`config.mk`:
```
export PLATFORM = sky130hd
export DESIGN_NAME = clm_monitor
export DESIGN_NICKNAME = d
export VERILOG_FILES = /design/src/rtl/clm_pkg.sv /design/src/rtl/clm_monitor.sv
export VERILOG_INCLUDE_DIRS = /design/src /design/src/rtl
export SDC_FILE = /design/constraint.sdc
export NUM_CORES = 2
export LEC_CHECK = 0
export ABC_CLOCK_PERIOD_IN_PS = 49900
export BUFFER_PORTS_ARGS = -buffer_cell sky130_fd_sc_hd__buf_4
export CORE_UTILIZATION = 40
export DETAILED_ROUTE_END_ITERATION = 8
export PLACE_DENSITY_LB_ADDON = 0.15
export SLEW_MARGIN = 10
export SYNTH_ARGS = -nofsm -noshare
export SYNTH_HDL_FRONTEND = slang
export SYNTH_SLANG_ARGS = --single-unit
```
`constraint.sdc`:
```
create_clock -name clk_i -period 49.9 [get_ports clk_i]
set_clock_uncertainty 0.2 [all_clocks]
set_input_delay 2.495 -clock clk_i [delete_from_list [all_inputs] [get_ports clk_i]]
set_output_delay 2.495 -clock clk_i [all_outputs]
set_load 0.02 [all_outputs]
```
`src/rtl/clm_cfg.svh`:
```
`ifndef CLM_CFG_SVH
`define CLM_CFG_SVH
`define CLM_NUM_CH 10
`define CLM_DATA_W 10
`define CLM_FRAC_W 14
`define CLM_ALARM_W 24
`define CLM_RESULT_RST 10'h200
`define CLM_UPPER_RST 10'h3FF
`define CLM_LOWER_RST 10'h000
`define CLM_CFG_RST 8'h00
`define CLM_ALARM_RST 24'h000000
`define CLM_FAULT_MSB 7
`define CLM_FAULT_LSB 4
`define CLM_AVG_MSB 3
`define CLM_AVG_LSB 0
`define CLM_AVG_MAX 4'hB
`define CLM_CODE_NONE 2'b00
`define CLM_CODE_LOW 2'b01
`define CLM_CODE_HIGH 2'b10
`define CLM_SETUP_DRIVE 4
`define CLM_SETUP_POL 3
`define CLM_FIRST_AIN 4'h2
`endif

```
`src/rtl/clm_pkg.sv`:
```
package clm_pkg;
   typedef enum logic [2:0] {
      CLM_SEL_RESULT,
      CLM_SEL_UPPER,
      CLM_SEL_LOWER,
      CLM_SEL_CONFIG,
      CLM_SEL_ALARM
   } clm_sel_t;

   typedef struct packed {
      logic wr;
      logic rd;
      clm_sel_t sel;
      logic [3:0] chan;
      logic [9:0] wdata;
   } clm_acc_t;

   typedef struct packed {
      logic valid;
      logic [3:0] chan;
      logic [9:0] data;
   } clm_conv_t;

   typedef struct packed {
      logic all;
      logic one;
      logic [3:0] chan;
   } clm_clear_t;
endpackage

```
`src/rtl/clm_monitor.sv`:
```
`timescale 1ns/1ps
`include "clm_cfg.svh"
module clm_monitor
   import clm_pkg::*;
#(
   parameter int FRAC_W = `CLM_FRAC_W
) (
   input wire logic clk_i,
   input wire logic arst_n_i,
   input wire clm_acc_t acc_i,
   input wire clm_conv_t conv_i,
   input wire clm_clear_t clear_i,
   input wire logic soft_reset_i,
   input wire logic [7:0] setup_i,
   input wire logic [9:0] chan_signed_i,
   input wire logic [3:0] pair_diff_i,
   output logic [23:0] rdata_o,
   output logic rvalid_o,
   output logic [23:0] alarm_o,
   output logic int_o,
   output logic int_oe_n_o
);
   localparam int NCH = `CLM_NUM_CH;
   localparam int DW = `CLM_DATA_W;
   localparam int ACC_W = DW + FRAC_W;

   initial begin
      if (FRAC_W < 11 || FRAC_W > 20) begin
         $error("FRAC_W must allow an 11-bit shift");
      end
   end

   // Odd member of a differential pair borrows the even channel's registers
   function automatic logic [3:0] eff_ch(input logic [3:0] c,
                                        input logic [3:0] diff);
      logic [3:0] p;
      p = c - 4'h3;
      if (c > `CLM_FIRST_AIN && c[0] && diff[p[2:1]]) begin
         return c - 4'h1;
      end
      return c;
   endfunction

   function automatic logic lim_gt(input logic [DW-1:0] a,
                                   input logic [DW-1:0] b,
                                   input logic sgn);
      if (sgn) begin
         return $signed(a) > $signed(b);
      end
      return a > b;
   endfunction

   // Offset-binary trick lets one unsigned datapath average signed data
   function automatic logic [ACC_W-1:0] filt(input logic [ACC_W-1:0] acc,
                                             input logic [DW-1:0] smp,
                                             input logic [3:0] code,
                                             input logic sgn);
      logic [ACC_W-1:0] flip;
      logic [ACC_W-1:0] a;
      logic [ACC_W-1:0] s;
      logic signed [ACC_W:0] d;
      logic [3:0] k;
      flip = {sgn, {(ACC_W-1){1'b0}}};
      a = acc ^ flip;
      s = {smp, {FRAC_W{1'b0}}} ^ flip;
      d = $signed({1'b0, s}) - $signed({1'b0, a});
      k = (code > `CLM_AVG_MAX) ? `CLM_AVG_MAX : code;
      a = a + ACC_W'(d >>> k);
      return a ^ flip;
   endfunction

   function automatic logic [1:0] pair_of(input logic [23:0] v,
                                          input logic [3:0] c);
      logic [4:0] lo;
      lo = 5'd22 - {c, 1'b0};
      return v[lo +: 2];
   endfunction

   logic rst_meta_ff;
   logic rst_n_ff;
   always_ff @(posedge clk_i or negedge arst_n_i) begin
      if (!arst_n_i) begin
         rst_meta_ff <= 1'b0;
         rst_n_ff <= 1'b0;
      end else begin
         rst_meta_ff <= 1'b1;
         rst_n_ff <= rst_meta_ff;
      end
   end

   logic [ACC_W-1:0] acc_ff [NCH];
   logic [DW-1:0] upper_ff [NCH];
   logic [DW-1:0] lower_ff [NCH];
   logic [7:0] cfg_ff [NCH];
   logic [4:0] cnt_ff [NCH];
   logic [1:0] side_ff [NCH];
   logic [23:0] alarm_ff;
   logic s1_valid_ff;
   logic [3:0] s1_ch_ff;
   logic rvalid_ff;
   logic [23:0] rdata_ff;
   logic int_ff;
   logic int_oe_n_ff;

   logic [3:0] conv_ch;
   logic conv_ok;
   logic host_wr_ok;
   assign conv_ch = eff_ch(conv_i.chan, pair_diff_i);
   assign conv_ok = conv_i.valid && conv_i.chan < 4'(NCH);
   assign host_wr_ok = acc_i.wr && acc_i.chan < 4'(NCH);

   // Result storage: filter updates, host write seeds the filter
   always_ff @(posedge clk_i or negedge rst_n_ff) begin
      if (!rst_n_ff) begin
         for (int i = 0; i < NCH; i++) begin
            acc_ff[i] <= {`CLM_RESULT_RST, {FRAC_W{1'b0}}};
         end
      end else if (soft_reset_i) begin
         for (int i = 0; i < NCH; i++) begin
            acc_ff[i] <= {`CLM_RESULT_RST, {FRAC_W{1'b0}}};
         end
      end else begin
         if (conv_ok) begin
            acc_ff[conv_ch] <= filt(acc_ff[conv_ch], conv_i.data,
               cfg_ff[conv_ch][`CLM_AVG_MSB:`CLM_AVG_LSB],
               chan_signed_i[conv_ch]);
         end
         // Host write wins a same-cycle collision with a conversion
         if (host_wr_ok && acc_i.sel == CLM_SEL_RESULT) begin
            acc_ff[acc_i.chan] <= {acc_i.wdata, {FRAC_W{1'b0}}};
         end
      end
   end

   // Limits and per-channel configuration
   always_ff @(posedge clk_i or negedge rst_n_ff) begin
      if (!rst_n_ff) begin
         for (int i = 0; i < NCH; i++) begin
            upper_ff[i] <= `CLM_UPPER_RST;
            lower_ff[i] <= `CLM_LOWER_RST;
            cfg_ff[i] <= `CLM_CFG_RST;
         end
      end else if (soft_reset_i) begin
         for (int i = 0; i < NCH; i++) begin
            upper_ff[i] <= `CLM_UPPER_RST;
            lower_ff[i] <= `CLM_LOWER_RST;
            cfg_ff[i] <= `CLM_CFG_RST;
         end
      end else if (host_wr_ok) begin
         unique case (acc_i.sel)
            CLM_SEL_UPPER: upper_ff[acc_i.chan] <= acc_i.wdata;
            CLM_SEL_LOWER: lower_ff[acc_i.chan] <= acc_i.wdata;
            CLM_SEL_CONFIG: cfg_ff[acc_i.chan] <= acc_i.wdata[7:0];
            default: ;
         endcase
      end
   end

   // Compare one cycle after the filter, on the stored result
   always_ff @(posedge clk_i or negedge rst_n_ff) begin
      if (!rst_n_ff) begin
         s1_valid_ff <= 1'b0;
         s1_ch_ff <= 4'h0;
      end else begin
         s1_valid_ff <= conv_ok && !soft_reset_i;
         s1_ch_ff <= conv_ch;
      end
   end

   logic [DW-1:0] s1_res;
   logic above;
   logic below;
   logic [1:0] s1_side;
   logic [4:0] nxt_cnt;
   logic [4:0] need;
   logic s1_set;
   logic cfg_wr;
   always_comb begin
      s1_res = acc_ff[s1_ch_ff][ACC_W-1:FRAC_W];
      above = lim_gt(s1_res, upper_ff[s1_ch_ff],
                     chan_signed_i[s1_ch_ff]);
      below = lim_gt(lower_ff[s1_ch_ff], s1_res,
                     chan_signed_i[s1_ch_ff]);
      s1_side = above ? `CLM_CODE_HIGH :
                below ? `CLM_CODE_LOW : `CLM_CODE_NONE;
      if (s1_side == `CLM_CODE_NONE) begin
         nxt_cnt = 5'h00;
      end else if (s1_side != side_ff[s1_ch_ff]) begin
         nxt_cnt = 5'h01;
      end else if (cnt_ff[s1_ch_ff] == 5'h1F) begin
         nxt_cnt = 5'h1F;
      end else begin
         nxt_cnt = cnt_ff[s1_ch_ff] + 5'h01;
      end
      need = {1'b0, cfg_ff[s1_ch_ff][`CLM_FAULT_MSB:`CLM_FAULT_LSB]}
             + 5'h01;
      s1_set = s1_valid_ff && s1_side != `CLM_CODE_NONE
               && nxt_cnt >= need;
   end
   assign cfg_wr = host_wr_ok && acc_i.sel == CLM_SEL_CONFIG;

   // Fault counters; a fresh configuration restarts the count
   always_ff @(posedge clk_i or negedge rst_n_ff) begin
      if (!rst_n_ff) begin
         for (int i = 0; i < NCH; i++) begin
            cnt_ff[i] <= 5'h00;
            side_ff[i] <= `CLM_CODE_NONE;
         end
      end else if (soft_reset_i) begin
         for (int i = 0; i < NCH; i++) begin
            cnt_ff[i] <= 5'h00;
            side_ff[i] <= `CLM_CODE_NONE;
         end
      end else begin
         if (s1_valid_ff) begin
            cnt_ff[s1_ch_ff] <= nxt_cnt;
            side_ff[s1_ch_ff] <= s1_side;
         end
         if (cfg_wr) begin
            cnt_ff[acc_i.chan] <= 5'h00;
            side_ff[acc_i.chan] <= `CLM_CODE_NONE;
         end
      end
   end

   // Alarm word: clears first, a same-cycle alarm overrides them
   always_ff @(posedge clk_i or negedge rst_n_ff) begin
      if (!rst_n_ff) begin
         alarm_ff <= `CLM_ALARM_RST;
      end else if (soft_reset_i) begin
         alarm_ff <= `CLM_ALARM_RST;
      end else begin
         for (int i = 0; i < NCH; i++) begin
            if (clear_i.all ||
                (clear_i.one && clear_i.chan == 4'(i)) ||
                (cfg_wr && acc_i.chan == 4'(i))) begin
               alarm_ff[23-2*i -: 2] <= `CLM_CODE_NONE;
            end
            if (s1_set && s1_ch_ff == 4'(i)) begin
               alarm_ff[23-2*i -: 2] <= s1_side;
            end
         end
         alarm_ff[3:0] <= 4'h0;
      end
   end

   // Register reads; the alarm word is never written
   always_ff @(posedge clk_i or negedge rst_n_ff) begin
      if (!rst_n_ff) begin
         rvalid_ff <= 1'b0;
         rdata_ff <= 24'h000000;
      end else begin
         rvalid_ff <= acc_i.rd;
         if (acc_i.rd) begin
            rdata_ff <= 24'h000000;
            if (acc_i.sel == CLM_SEL_ALARM) begin
               rdata_ff <= alarm_ff;
            end else if (acc_i.chan < 4'(NCH)) begin
               unique case (acc_i.sel)
                  CLM_SEL_RESULT:
                     rdata_ff[DW-1:0] <= acc_ff[acc_i.chan][ACC_W-1:FRAC_W];
                  CLM_SEL_UPPER: rdata_ff[DW-1:0] <= upper_ff[acc_i.chan];
                  CLM_SEL_LOWER: rdata_ff[DW-1:0] <= lower_ff[acc_i.chan];
                  CLM_SEL_CONFIG: rdata_ff[7:0] <= cfg_ff[acc_i.chan];
                  default: ;
               endcase
            end
         end
      end
   end

   // Interrupt pin; open-drain leaves the line to the pull when idle
   logic any_alarm;
   assign any_alarm = |alarm_ff;
   always_ff @(posedge clk_i or negedge rst_n_ff) begin
      if (!rst_n_ff) begin
         int_ff <= 1'b1;
         int_oe_n_ff <= 1'b1;
      end else begin
         int_ff <= any_alarm ~^ setup_i[`CLM_SETUP_POL];
         int_oe_n_ff <= !setup_i[`CLM_SETUP_DRIVE] && !any_alarm;
      end
   end

   assign rdata_o = rdata_ff;
   assign rvalid_o = rvalid_ff;
   assign alarm_o = alarm_ff;
   assign int_o = int_ff;
   assign int_oe_n_o = int_oe_n_ff;
endmodule

```
# Yosys cells after proc, flatten, opt, wreduce, memory -nomap -nowiden
# Cells that the tools add are included.
# word_totals
rom_bits	0
out_inout_bits	51
ramBits	0
regBits	648
elab_cells	364
latchBits	0
n_memories	0
# classes
muxes	126
eq_ne	33
n_bitwise	11
n_lt_le_gt_ge	18
reduce_logical	90
n_div	0
n_addsub	6
shifts	1
mul	0
# op_table
operator	count
two-way mux 240 bit	4
two-way mux 100 bit	6
bitwise mux 240 bit	2
binary-select mux 24 bit (select 4 bit)	3
two-way mux 80 bit	3
two-way mux 24 bit	9
bitwise mux 100 bit	2
two-way mux 50 bit	4
demux 24 bit (select 4 bit)	2
binary-select mux 10 bit (select 4 bit)	4
two-way mux 10 bit	11
binary-select mux 8 bit (select 4 bit)	3
bitwise mux 80 bit	1
two-way mux 20 bit	4
bitwise XOR 24 bit	3
bitwise AND 50 bit	1
bitwise mux 50 bit	1
two-way mux 2 bit	25
NOT 50 bit	1
== test 4 x 3 -> 1 bit, second input constant	12
logical AND 1 bit	43
demux 10 bit (select 4 bit)	1
demux 5 bit (select 4 bit)	2
> comparator 10 bit	4
50 further kinds	134

# Longest topological paths before layout
# logic_depth
ltp_word	21
depth_mapped	48
depth_no_buf	38

# Worst setup path after synthesis
# No wires, ideal clock.
# synth_timing
path_kind	input to register
startpoint	in conv_i[11] in the netlist's numbering
endpoint	reg acc_ff[237] in the netlist's numbering
arrival_time_ps	11205
setup_time_ps	84
stages	45
path_buffers	10
slack_ps	38411
cell_sequence	inv_1 clkbuf_1 clkbuf_1 ha_1 buf_6 mux2i_1 mux2_4 o21ai_4 inv_2 buf_2 buf_2 buf_1 clkbuf_1 clkbuf_1 clkbuf_1 nand2_1 nand2_1 nand2_1 [... 9 more ...] o21a_1 nor2_1 mux2_2 a21oi_1 o2bb2ai_1 ha_1 clkbuf_1 nand3_1 nand2_1 a41oi_1 a211oi_1 a21oi_1 o21ai_0 a2111oi_0 nor2_1 xor2_1 mux2i_1 o22ai_1
# synth_via
elab_chain_cells	21
word_cells_on_any_way	40
# synth_lines
element	line	text
from (decl)	clm_monitor.sv:11	input wire clm_conv_t conv_i,
subtractor 3 x 2 -> 3 bit	clm_monitor.sv:37	p = c - 4'h3;
binary-select mux 1 bit (select 2 bit)	clm_monitor.sv:38	if (c > `CLM_FIRST_AIN && c[0] && diff[p[2:1]]) begin
two-way mux 1 bit (implied by the code)	clm_monitor.sv:38	
logical AND 1 bit *	clm_monitor.sv:38	
two-way mux 1 bit *	clm_monitor.sv:38	
two-way mux 4 bit *	clm_monitor.sv:41	return c;
named net conv_ch[0]	clm_monitor.sv:105	logic [3:0] conv_ch;
NOT 4 -> 5 bit	clm_monitor.sv:124, clm_monitor.sv:125	
[... 6 more ...]	-	
adder 24 bit	clm_monitor.sv:68	a = a + ACC_W'(d >>> k);
bitwise XOR 24 bit	clm_monitor.sv:69	return a ^ flip;
bitwise mux 240 bit *	clm_monitor.sv:124	acc_ff[conv_ch] <= filt(acc_ff[conv_ch], conv_i.data,
two-way mux 240 bit *	clm_monitor.sv:123	if (conv_ok) begin
two-way mux 240 bit *	clm_monitor.sv:118	end else if (soft_reset_i) begin
bitwise mux 240 bit	clm_monitor.sv:130	acc_ff[acc_i.chan] <= {acc_i.wdata, {FRAC_W{1'b0}}};
two-way mux 240 bit *	clm_monitor.sv:129	if (host_wr_ok && acc_i.sel == CLM_SEL_RESULT) begin
two-way mux 240 bit *	clm_monitor.sv:118	
to (signal, indexed assignment)	clm_monitor.sv:116	acc_ff[i] <= {`CLM_RESULT_RST, {FRAC_W{1'b0}}};
to (signal, indexed assignment)	clm_monitor.sv:120	acc_ff[i] <= {`CLM_RESULT_RST, {FRAC_W{1'b0}}};
to (signal, indexed assignment)	clm_monitor.sv:130	
to (decl)	clm_monitor.sv:91	logic [ACC_W-1:0] acc_ff [NCH];
# The timed path passes the listed nets; every way through them passes the cells marked *. The select of a mux whose other input is x is not followed.
# A chain may end at the register's enable or synchronous reset.

# Worst setup path after layout
# layout_timing
startpoint	in conv_i[11] in the netlist's numbering
endpoint	reg acc_ff[212] in the netlist's numbering
# layout_via
elab_chain_cells	21
word_cells_on_any_way	40
# layout_lines
element	line
subtractor 3 x 2 -> 3 bit	clm_monitor.sv:37
binary-select mux 1 bit (select 2 bit)	clm_monitor.sv:38
two-way mux 1 bit (implied by the code)	clm_monitor.sv:38
logical AND 1 bit	clm_monitor.sv:38
two-way mux 1 bit	clm_monitor.sv:38
two-way mux 4 bit	clm_monitor.sv:41
NOT 4 -> 5 bit	clm_monitor.sv:124, clm_monitor.sv:125
binary-select mux 24 bit (select 4 bit) / binary-select mux 8 bit (select 4 bit) (equally long branches)	clm_monitor.sv:124, clm_monitor.sv:125
[... 5 more ...]	-
adder 24 bit	clm_monitor.sv:68
bitwise XOR 24 bit	clm_monitor.sv:69
bitwise mux 240 bit	clm_monitor.sv:124
two-way mux 240 bit *	clm_monitor.sv:123
two-way mux 240 bit *	clm_monitor.sv:118
bitwise mux 240 bit	clm_monitor.sv:130
two-way mux 240 bit *	clm_monitor.sv:129
two-way mux 240 bit *	clm_monitor.sv:118
# Every way passes the cells marked *; elsewhere a longest branch is shown, timed or not. The select of a mux whose other input is x is not followed.

==> impl_metrics.ini <==
[worst_setup_path]
ff2ff_setup_slack_ps = 41060
crit_required_ps = 50240
cpLargestDelayFamily = compound AO/OA/AOI/OAI gates
cp-start-kind = primary input
ff2ff_path_depth = 33
r2r_end = acc_ff[212]$_DFF_PN0_
critPathArrivalTime_ps = 14160
endpoint_kind = flip-flop
crit_path_frequent_cell = o21ai_0
r2r_start = acc_ff[223]$_DFF_PN0_
crit_type = primary input to flip-flop
critPathMaxFanout = 95
critPathSlowestCell = xor2_1
slowest_delay_ps = 960
crit_buf_inv = 7

[detailed_routing]
first_pass_iters = 6
ant_nets = 0
wl_met2_um = 67600
wl_per_cell_um = 27.0
first_iter_violations = 4343
via_per_inst = 6.28
drt-met1-wl_um = 65600
drc = 0
highest-signal-layer = met5
wl_um = 154000
vias = 35900
dr_wl_met3_um = 16300

[cts]
cts_buffer_depth = 3
hold_buffers = 0
postCtsSetupBuffers = 0
cts_root_buf = clkbuf_16
clock-sinks = 644
numCtsBuffers = 78
clock_latency_ps = 660
tritoncts = built
post_cts_resized = 0
htreeDepth = 3
path_clk_slew_ps = 50

[floorplan]
die_area_sq_um = 101000
die_w_um = 319
rows = 115
chipHeight_um = 319
core_sq_um = 98900
start_util_pct = 40.5
pin_count = 116

[layout]
area_delta_synth_final_pct = 11.1
n_fill_cell = 9614
layout-drive-gt1-share_pct = 15.5
stdcell_count = 5723
final_cell_area_sq_um = 44500
final_nets = 4507

[global_route]
grt_overflow = 0
grtUsageTotal_pct = 30.1
first_global_vias = 34500
grt_pass1_wl_um = 231000
grt_max_degree = 151
antenna_found_initial = 7

[min_path]
min_path_cells = 0
whs_endpoint = rst_n_ff$_DFF_PN0_
hold_start = rst_meta_ff$_DFF_PN0_
holdCritPathClass = flip-flop to flip-flop

[run_status]
outcome = finished clean

[timing]
min_period_ps = 13820
hold_slack_ps = 148
max_slew_margin_pct = 2.70
period_share_pct = 27.7
tightestPinTransition_ps = 1450
finalSetupViolCount = 0
fmax_mhz = 72.3
rsz0062_at_grt = false
setup-tns-final_ps = 0
final_max_slew_viol_count = 0
hold_viol = 0

[synth]
ys.flop_type = dfrtp_1
synth_area_leader_cell = dfrtp_1
async_reset_ff_share_pct = 100
synthesis.area_sq_um = 40100
synth.distinct_cells = 98
synth_common_cells = nand2_1, dfrtp_1, a21oi_1
ys_seq_elements = 644
avgSynthCellArea_sq_um = 9.00
synth_edf_count = 0
ys_seq_area_share_pct = 40.6
synth_top_area_share_pct = 33.2
synth_most_common_cell = nand2_1
yosys_warnings = 0
synth.area.top_cells = dfrtp_1, nand2_1, mux4_2
synth_cells = 4452

[power_and_ir_drop]
peakVddDrop_mv = 0.0219
p_leak_uw = 0.0174
power.density_nw_per_um2 = 32.6

[placed_design]
dpl_cell_area_sq_um = 42000
port_buffers = 105
dp.cells = 5584
place.gp.congestion = 0.935
hpwl_um = 97800

[job]
cap_violations = 0
[stage by stage]
step / power, uW / util (%) / worst slack, ps
after detailed placement: 876 / 42.5 / 35870
after CTS: 1450 / 45.0 / 36520
after global routing: 1500 / 45.0 / 35290
final: 1450 / 45.0 / 36080
after global placement: 876 / 42.5 / 35930
after floorplan: 756 / - / 30620
[worst max-delay path by stage]
stage	from	end	cells after the start
floorplan	rst_n_ff$_DFF_PN0_	acc_ff[0]$_DFF_PN0_	0
global placement	conv_i[11]	acc_ff[237]$_DFF_PN0_	36
detailed placement	conv_i[11]	acc_ff[117]$_DFF_PN0_	37
CTS	conv_i[11]	acc_ff[45]$_DFF_PN0_	37
global route	conv_i[11]	acc_ff[212]$_DFF_PN0_	40
finish	conv_i[11]	acc_ff[212]$_DFF_PN0_	40
[metal layers]
layer | GRT usage [%] | up-vias
met2 | 45.0 | 1850
met5 | 0 | -
met3 | 7.64 | 333
li1 | - | 15800
met4 | 9.29 | 6
met1 | 42.5 | 18000
[cells in the final DEF (no fill, tap or decap), types with 64 or more instances in the layout]
master        n
clkbuf_16    79
mux2i_1     231
nor2_1      277
a21oi_1     465
nor3_1       67
inv_1        85
buf_4       207
o21ai_0      77
mux4_2      170
dfrtp_1     527
ha_1         64
dfstp_2     112
a211o_1      86
nor2b_1      97
o22ai_1      96
nand3_1      93
nand2_1    1039
[power by group]
group | internal, uW | switching (uW)
logic | 97.4 | 239
registers | 530 | 10.4
clock network | 334 | 239
total | 961 | 488
[final cells by class]
type | count | area, sq um | share of cell area, %
Multi-Input combinational cell | 3352 | 22200 | 49.8
Antenna cell | 2 | 5.00 | 0.0112
Clock inverter | 21 | 238 | 0.534
Tap cell | 1287 | 1610 | 3.62
Inverter | 90 | 343 | 0.770
Sequential cell | 644 | 16300 | 36.6
Clock buffer | 116 | 2270 | 5.09
Timing Repair Buffer | 211 | 1620 | 3.64
[flip-flops by register name, summed over array words and instances (netlist names), 4 cells and up]
name      flops
acc_ff      240
alarm_o      20
cfg_ff       80
cnt_ff       50
lower_ff    100
rdata_o      24
s1_ch_ff      4
side_ff      20
upper_ff    100
[logic make-up after synthesis]
family | synth area share, %
xor gates and xnor gates | 0.999
adders and majority gates | 2.05
buffers and inverters | 4.57
other | 0.0187
and+or+nand+nor | 19.0
DFF | 40.6
AOI/OAI and AO/OA | 17.0
muxes | 15.7
Power figures use the tool's default switching activity.
